--- config.mk ---
export PLATFORM = sky130hd
export DESIGN_NAME = rslp_line_ctrl
export DESIGN_NICKNAME = d
export VERILOG_FILES = /design/src/verilog/rslp_pkg.sv /design/src/verilog/rslp_line_ctrl.sv /design/src/verilog/rslp_pointer.sv
export SDC_FILE = /design/constraint.sdc
export NUM_CORES = 1
export LEC_CHECK = 0
export ABC_CLOCK_PERIOD_IN_PS = 4700
export BUFFER_PORTS_ARGS = -buffer_cell sky130_fd_sc_hd__buf_4
export CORE_ASPECT_RATIO = 2
export CORE_MARGIN = 5
export CORE_UTILIZATION = 50
export DETAILED_ROUTE_END_ITERATION = 8
export PLACE_DENSITY_LB_ADDON = 0.2
export SLEW_MARGIN = 20
export SYNTH_ARGS = -nofsm -noshare
export SYNTH_HDL_FRONTEND = slang
export SYNTH_SLANG_ARGS = --single-unit
--- constraint.sdc ---
create_clock -name clk -period 4.7 [get_ports clk]
set_input_delay 0.235 -clock clk [delete_from_list [all_inputs] [get_ports clk]]
set_output_delay 0.235 -clock clk [all_outputs]
set_load 0.05 [all_outputs]
--- src/verilog/rslp_pkg.sv ---
/*
  Package for the rolling-shutter line-pointer control block: widths, reset values,
  row-operation encodings and carrier structs.
  Assumes a single clock domain; control pins are synchronised in the top module.
*/
package rslp_pkg;
  localparam int          LINE_W       = 10;
  localparam logic [9:0]  LINE_MAX     = 10'h3FF;
  localparam logic [9:0]  LINE_RST     = 10'h000;
  localparam logic [9:0]  LINE_STEP    = 10'h001;
  localparam logic        SIDE_READ    = 1'b0;
  localparam logic        SIDE_RESET   = 1'b1;
  localparam logic [1:0]  SYNC_RST     = 2'h0;

  typedef enum logic [1:0] {
    RSLP_OP_NONE,
    RSLP_OP_RESET_ROW,
    RSLP_OP_SAMPLE_S,
    RSLP_OP_SAMPLE_R
  } rslp_op_t;

  // Control pin group, one bit per strobe or clock
  typedef struct packed {
    logic              load;
    logic              read_preset;
    logic              reset_preset;
    logic              read_clk;
    logic              reset_clk;
    logic              side_sel;
    logic              row_reset;
    logic              row_select;
    logic              sample_s;
    logic              sample_r;
    logic              cal;
  } rslp_ctrl_t;

  // Row drive towards the pixel array
  typedef struct packed {
    logic [LINE_W-1:0] row;
    logic              pd_reset;
    logic              sel;
    logic              shs;
    logic              shr;
  } rslp_row_t;

  function automatic logic [LINE_W-1:0] rslp_sat_inc(input logic [LINE_W-1:0] v);
    rslp_sat_inc = (v == LINE_MAX) ? v : v + LINE_STEP;
  endfunction : rslp_sat_inc
endpackage : rslp_pkg

--- src/verilog/rslp_line_ctrl.sv ---
/*
  Line-pointer and row-operation control of a rolling-shutter sensor without an
  on-chip sequencer. Holds line-start register, read and reset pointers, flags,
  side selection and calibration request.
  Assumes all control pins come from an external sequencer, asynchronous to clk.
*/
module rslp_line_ctrl
  import rslp_pkg::*;
(
  input  wire logic              clk,                      // 125 MHz clock
  input  wire logic              reset_n,                  // Async reset, active low
  input  wire logic [LINE_W-1:0] line_addr,                // Start line bus pins
  input  wire rslp_ctrl_t        ctrl,                     // Control pins
  output logic [LINE_W-1:0]      read_line_pointer,        // Read pointer content
  output logic [LINE_W-1:0]      reset_line_pointer,       // Reset pointer content
  output logic                   read_pointer_saturated_flag, // Read pointer saturated
  output logic                   pointer_saturated_flag_alt,  // Reset pointer saturated
  output rslp_row_t              row_drive,                // Row address and switches
  output rslp_op_t               row_op,                   // Current row operation
  output logic                   offset_cal                // Amplifier offset to reference
);
  logic [1:0]        rst_sync_r;
  logic              rst_n;
  rslp_ctrl_t        ctrl_m_r;
  rslp_ctrl_t        ctrl_s_r;
  rslp_ctrl_t        ctrl_d_r;
  logic [LINE_W-1:0] addr_m_r;
  logic [LINE_W-1:0] addr_s_r;
  logic [LINE_W-1:0] start_r;
  logic [LINE_W-1:0] start_nxt;
  logic              load_edge;
  logic              rd_preset_edge;
  logic              rs_preset_edge;
  logic              rd_step_edge;
  logic              rs_step_edge;
  logic              sample_s_fall;
  logic              pd_auto_r;
  logic [LINE_W-1:0] row_sel;
  rslp_row_t         row_nxt;
  rslp_row_t         row_r;
  rslp_op_t          op_nxt;
  rslp_op_t          op_r;
  logic              cal_r;

  always_ff @(posedge clk or negedge reset_n) begin
    if (!reset_n) rst_sync_r <= SYNC_RST;
    else          rst_sync_r <= {rst_sync_r[0], 1'b1};
  end
  assign rst_n = rst_sync_r[1];

  // Two-flop synchronisers for pins, plus a delay stage for edge detection
  always_ff @(posedge clk or negedge rst_n) begin
    if (!rst_n) begin
      ctrl_m_r <= '0;
      ctrl_s_r <= '0;
      ctrl_d_r <= '0;
      addr_m_r <= LINE_RST;
      addr_s_r <= LINE_RST;
    end else begin
      ctrl_m_r <= ctrl;
      ctrl_s_r <= ctrl_m_r;
      ctrl_d_r <= ctrl_s_r;
      addr_m_r <= line_addr;
      addr_s_r <= addr_m_r;
    end
  end

  assign load_edge      = ctrl_s_r.load & ~ctrl_d_r.load;
  assign rd_preset_edge = ctrl_s_r.read_preset & ~ctrl_d_r.read_preset;
  assign rs_preset_edge = ctrl_s_r.reset_preset & ~ctrl_d_r.reset_preset;
  assign rd_step_edge   = ctrl_s_r.read_clk & ~ctrl_d_r.read_clk;
  assign rs_step_edge   = ctrl_s_r.reset_clk & ~ctrl_d_r.reset_clk;
  assign sample_s_fall  = ~ctrl_s_r.sample_s & ctrl_d_r.sample_s;

  // Line-start register keeps its value for reuse
  assign start_nxt = load_edge ? addr_s_r : start_r;

  always_ff @(posedge clk or negedge rst_n) begin
    if (!rst_n) start_r <= LINE_RST;
    else        start_r <= start_nxt;
  end

  rslp_pointer u_read_ptr (
    .clk        (clk),
    .rst_n      (rst_n),
    .step       (rd_step_edge),
    .preset     (rd_preset_edge),
    .start_line (start_r),
    .line       (read_line_pointer),
    .saturated  (read_pointer_saturated_flag)
  );

  rslp_pointer u_reset_ptr (
    .clk        (clk),
    .rst_n      (rst_n),
    .step       (rs_step_edge),
    .preset     (rs_preset_edge),
    .start_line (start_r),
    .line       (reset_line_pointer),
    .saturated  (pointer_saturated_flag_alt)
  );

  // Photodiode reset pulse right after the signal sample ends, read side only
  always_ff @(posedge clk or negedge rst_n) begin
    if (!rst_n) pd_auto_r <= 1'b0;
    else        pd_auto_r <= sample_s_fall & (ctrl_s_r.side_sel == SIDE_READ);
  end

  assign row_sel = (ctrl_s_r.side_sel == SIDE_RESET) ? reset_line_pointer : read_line_pointer;

  always_comb begin
    row_nxt          = '0;
    row_nxt.row      = row_sel;
    row_nxt.pd_reset = ctrl_s_r.row_reset | pd_auto_r;
    row_nxt.sel      = ctrl_s_r.row_select;
    row_nxt.shs      = ctrl_s_r.sample_s;
    row_nxt.shr      = ctrl_s_r.sample_r;
  end

  assign op_nxt = row_nxt.pd_reset ? RSLP_OP_RESET_ROW :
                  row_nxt.shs      ? RSLP_OP_SAMPLE_S  :
                  row_nxt.shr      ? RSLP_OP_SAMPLE_R  : RSLP_OP_NONE;

  always_ff @(posedge clk or negedge rst_n) begin
    if (!rst_n) begin
      row_r <= '0;
      op_r  <= RSLP_OP_NONE;
      cal_r <= 1'b0;
    end else begin
      row_r <= row_nxt;
      op_r  <= op_nxt;
      cal_r <= ctrl_s_r.cal;
    end
  end

  assign row_drive  = row_r;
  assign row_op     = op_r;
  assign offset_cal = cal_r;
endmodule : rslp_line_ctrl

--- src/verilog/rslp_pointer.sv ---
/*
  One saturating line-pointer register with its own step clock and preset.
  Assumes step and preset arrive as synchronised single-cycle edge pulses.
*/
module rslp_pointer
  import rslp_pkg::*;
(
  input  wire logic              clk,          // System clock
  input  wire logic              rst_n,        // Synchronised reset
  input  wire logic              step,         // Advance pulse
  input  wire logic              preset,       // Copy start value pulse
  input  wire logic [LINE_W-1:0] start_line,   // Line-start register value
  output logic      [LINE_W-1:0] line,         // Pointer content
  output logic                   saturated     // Pointer at maximum
);
  logic [LINE_W-1:0] line_r;
  logic [LINE_W-1:0] line_nxt;

  // Preset wins over a simultaneous step
  assign line_nxt  = preset ? start_line : (step ? rslp_sat_inc(line_r) : line_r);
  assign line      = line_r;
  assign saturated = (line_r == LINE_MAX);

  always_ff @(posedge clk or negedge rst_n) begin
    if (!rst_n) line_r <= LINE_RST;
    else        line_r <= line_nxt;
  end
endmodule : rslp_pointer
==> metrics.md <==
| Metric | Value |
|---|---|
| Status | `finished clean` |
| Max-slew violation count | `0` |
| Chip Height | `129 um` |
| Max FO, Critical Path | `5` |
| Clock Latency Late Sink | `330 ps` |
| DR vias | `2220` |
| CTS tree | `done` |
| Final #Nets | `362` |
| Static Leak | `0.00211 uW` |
| Routed WL per cell | `14.8 um` |
| Synthesized area per cell | `14.0 um^2` |
| Area Growth Syn to Fin | `30.7%` |
| DRT Wirelength | `6370 um` |
| CORE AREA | `6890 um^2` |
| Required time worst endpoint | `4470 ps` |
| Final Skew | `6.36 ps` |
| Class of the worst hold path | `in -> async` |
| Post-synth EDFFs | `0` |
| Crit-path cells | `ha_1, nand2_1, nor3_2, buf_4` |
| CP max stage cell | `dfrtp_1` |
| H-tree levels | `3` |
| Fin area | `4610 um^2` |
| Die Footprint | `8930 um^2` |
| Fmax | `0.502 GHz` |
| CP Capture Type | `output pin` |
| Final Wtd Congestion | `0.809` |
| Synth warn | `0` |
| Synth top area cells | `dfrtp_1 69%, mux2_2 6.7%, nand2_1 2.7%, mux2i_1 2.3%, o21ai_0 2.0%` |
| XOR/XNOR share of the synthesized area | `0.497%` |
| CTS Sinks | `97` |
| Dpl cells | `394` |
| R2r setup slk | `2840 ps` |
| Worst EP arrival | `1760 ps` |
| PortBufs | `61` |
| # rows | `43` |
| Reg2Reg Depth | `5` |
| Largest net degree at the start of global routing | `61` |
| Clk pin slew, worst setup/hold paths | `60 ps` |
| Main synth FF type | `dfrtp_1` |
| DRT iter0 DRCs | `136` |
| Post-Synth Simple-Gate Area | `11.4%` |
| Syn Inst Count | `251` |
| CP peak stage delay | `420 ps` |
| Fraction of layout cells with a size suffix above 1 | `32.6%` |
| CTS max path bufs | `2` |
| Dpl hpwl | `4510 um` |
| Post-synth cell types | `42` |
| DRC Markers | `0` |
| Initial core utilization | `51.2%` |
| Number of global-route vias before repair | `2379` |
| Slew HR | `43.5%` |
| Peak supply drop | `0.313 mV` |
| Startpoint types | `flip-flop` |
| Yosys top cell area share | `68.9%` |
| Sequential fraction of the synthesis area | `68.9%` |
| PwrDens | `507 nW/um^2` |
| WS Path Type | `reg -> out` |
| Post-Syn Nets | `276` |
| RSZ-0062 raised after global routing | `no` |
| Post-CTS resize count | `0` |
| Yosys top cell by area | `dfrtp_1` |
| Vias per cell | `5.15` |
| Endpoints failing setup | `0` |
| Main combinational cell family by area after synthesis | `simple AND/OR/NAND/NOR gates` |
| Initial antenna violation count | `0` |
| Setup_tns | `0 ps` |
| Post-synthesis mux area share | `9.30%` |
| Max-cap viol count | `0` |
| FF+latch count, synth | `97` |
| I/O pins | `62` |
| Worst slew pin tran | `845 ps` |
| GRT overflow | `0` |
| GRT Util Overall | `16.4%` |
| Tcrit/Tclk final | `42.4%` |
| Post-synth ARST share | `100%` |
| Synth Area in Compound Gates | `7.49%` |
| Most frequent cells after synthesis | `97 x dfrtp_1, 25 x nand2_1, 21 x mux2_2, 14 x o21ai_0` |
| Antenna diode count | `0` |
| Die W | `69.4 um` |
| Final hold vios | `0` |
| Final Non-Filler Cells | `431` |
| CTS Root Buffer Type | `clkbuf_16` |
| Area after DPL | `4070 um^2` |
| Post-route minimum period | `1990 ps` |
| Adder-cell share of the synthesized area | `0.710%` |
| Most frequent cell after synthesis | `dfrtp_1` |
| Drt pass-1 iters | `4` |
| Num CTS Buffers | `9` |
| Post-route ant nets | `0` |
| Wire length of the first global-routing pass | `11300 um` |
| Post-Syn Area | `3520 um^2` |
| Final Power | `2340 uW` |
[per-layer routing]
metal | part of all wire [%] | vias to the layer above | track usage [%]
met5 | 0 | - | 0
met4 | 2.9 | 0 | 8.06
met3 | 4.8 | 13 | 5.47
met2 | 57 | 56 | 29.3
met1 | 35 | 1098 | 17.1
li1 | - | 1053 | -
[power breakdown]
| group | internal, uW | leakage (uW) | switching, uW |
|---|---|---|---|
| Clock | 479 | 0.000156 | 279 |
| Combinational | 188 | 0.000807 | 350 |
| Sequential | 934 | 0.00115 | 108 |
[path summary, 6_finish.rpt]
path                                     start                    endpoint
min reg2reg                      rst_sync_r[1]                 addr_s_r[8]
max                        u_reset_ptr.line[0]  pointer_saturated_flag_alt
min                                    reset_n               rst_sync_r[1]
max reg2reg                u_reset_ptr.line[0]         u_reset_ptr.line[1]
max in group asynchronous        rst_sync_r[1]          u_read_ptr.line[6]
min in group clk                   addr_m_r[1]                 addr_s_r[1]
[repair_timing]
item	in CTS	in global routing
hold buffers	22	0
endpoints found under the setup margin	0	0
hold endpoints to repair	23	0
buffers inserted	0	0
[critical path, delay by kind of cell, from the launching register on]
family	cells	cell delay, ps
AND/OR/NAND/NOR	2	530
adder cells (fa/ha/maj)	1	220
buffers and inverters	1	260
flip-flops	1	420
[registers in the layout (all words and copies together) (netlist names), 10 cells and up]
| register | cells |
|---|---|
| ctrl_m_r | 11 |
| u_read_ptr.line | 10 |
| addr_s_r | 10 |
| start_r | 10 |
| ctrl_s_r | 11 |
| u_reset_ptr.line | 10 |
| addr_m_r | 10 |
| row_drive | 14 |
[final cells by class]
class / count / area [um^2]
clock buffers: 11 / 243
clock inverters: 4 / 77.6
fillers: 550 / 2280
inverters: 2 / 7.51
multi-input cells: 142 / 1040
flip-flops and latches: 97 / 2430
well taps: 90 / 113
repair buffers: 85 / 693
[cells in the final DEF (no fill, tap or decap), types with 2 or more instances in the layout]
| master | n |
|---|---|
| nor2_1 | 9 |
| clkbuf_16 | 9 |
| mux2_2 | 21 |
| bufinv_16 | 2 |
| dlygate4sd3_1 | 22 |
| inv_1 | 2 |
| and4_1 | 2 |
| nand3_1 | 9 |
| o31ai_1 | 4 |
| o21ai_0 | 14 |
| mux2i_1 | 8 |
| nand3_2 | 2 |
| dfrtp_1 | 96 |
| nor2b_1 | 4 |
| clkinv_4 | 2 |
| nor3b_1 | 2 |
| o211ai_1 | 2 |
| a21oi_1 | 5 |
| nand4_1 | 2 |
| buf_4 | 63 |
| and4b_1 | 2 |
| ha_1 | 2 |
| and3_1 | 3 |
| xor2_1 | 2 |
| nand2b_1 | 3 |
| o31ai_2 | 2 |
| nand2_1 | 25 |
| nor3_2 | 2 |
[cell families after synthesis]
logic type | count (synthesis)
flip-flops | 97
AND/OR/NAND/NOR | 72
AO/OA/AOI/OAI | 35
multiplexers | 30
buffers and inverters | 12
adder cells (fa/ha/maj) | 2
XOR/XNOR | 2
other | 1
[per-stage QoR]
| step | setup slack, ps | utilization [%] | hold slack (ps) |
|---|---|---|---|
| floorplan | 1800 | - | -60.6 |
| global placement | 2910 | 59.0 | 17.5 |
| detailed placement | 2840 | 59.0 | 17.7 |
| CTS | 2690 | 66.9 | 199 |
| global route | 2600 | 66.9 | 200 |
| finish | 2710 | 66.9 | 216 |
No activity file was read; power rests on OpenSTA's default activity.
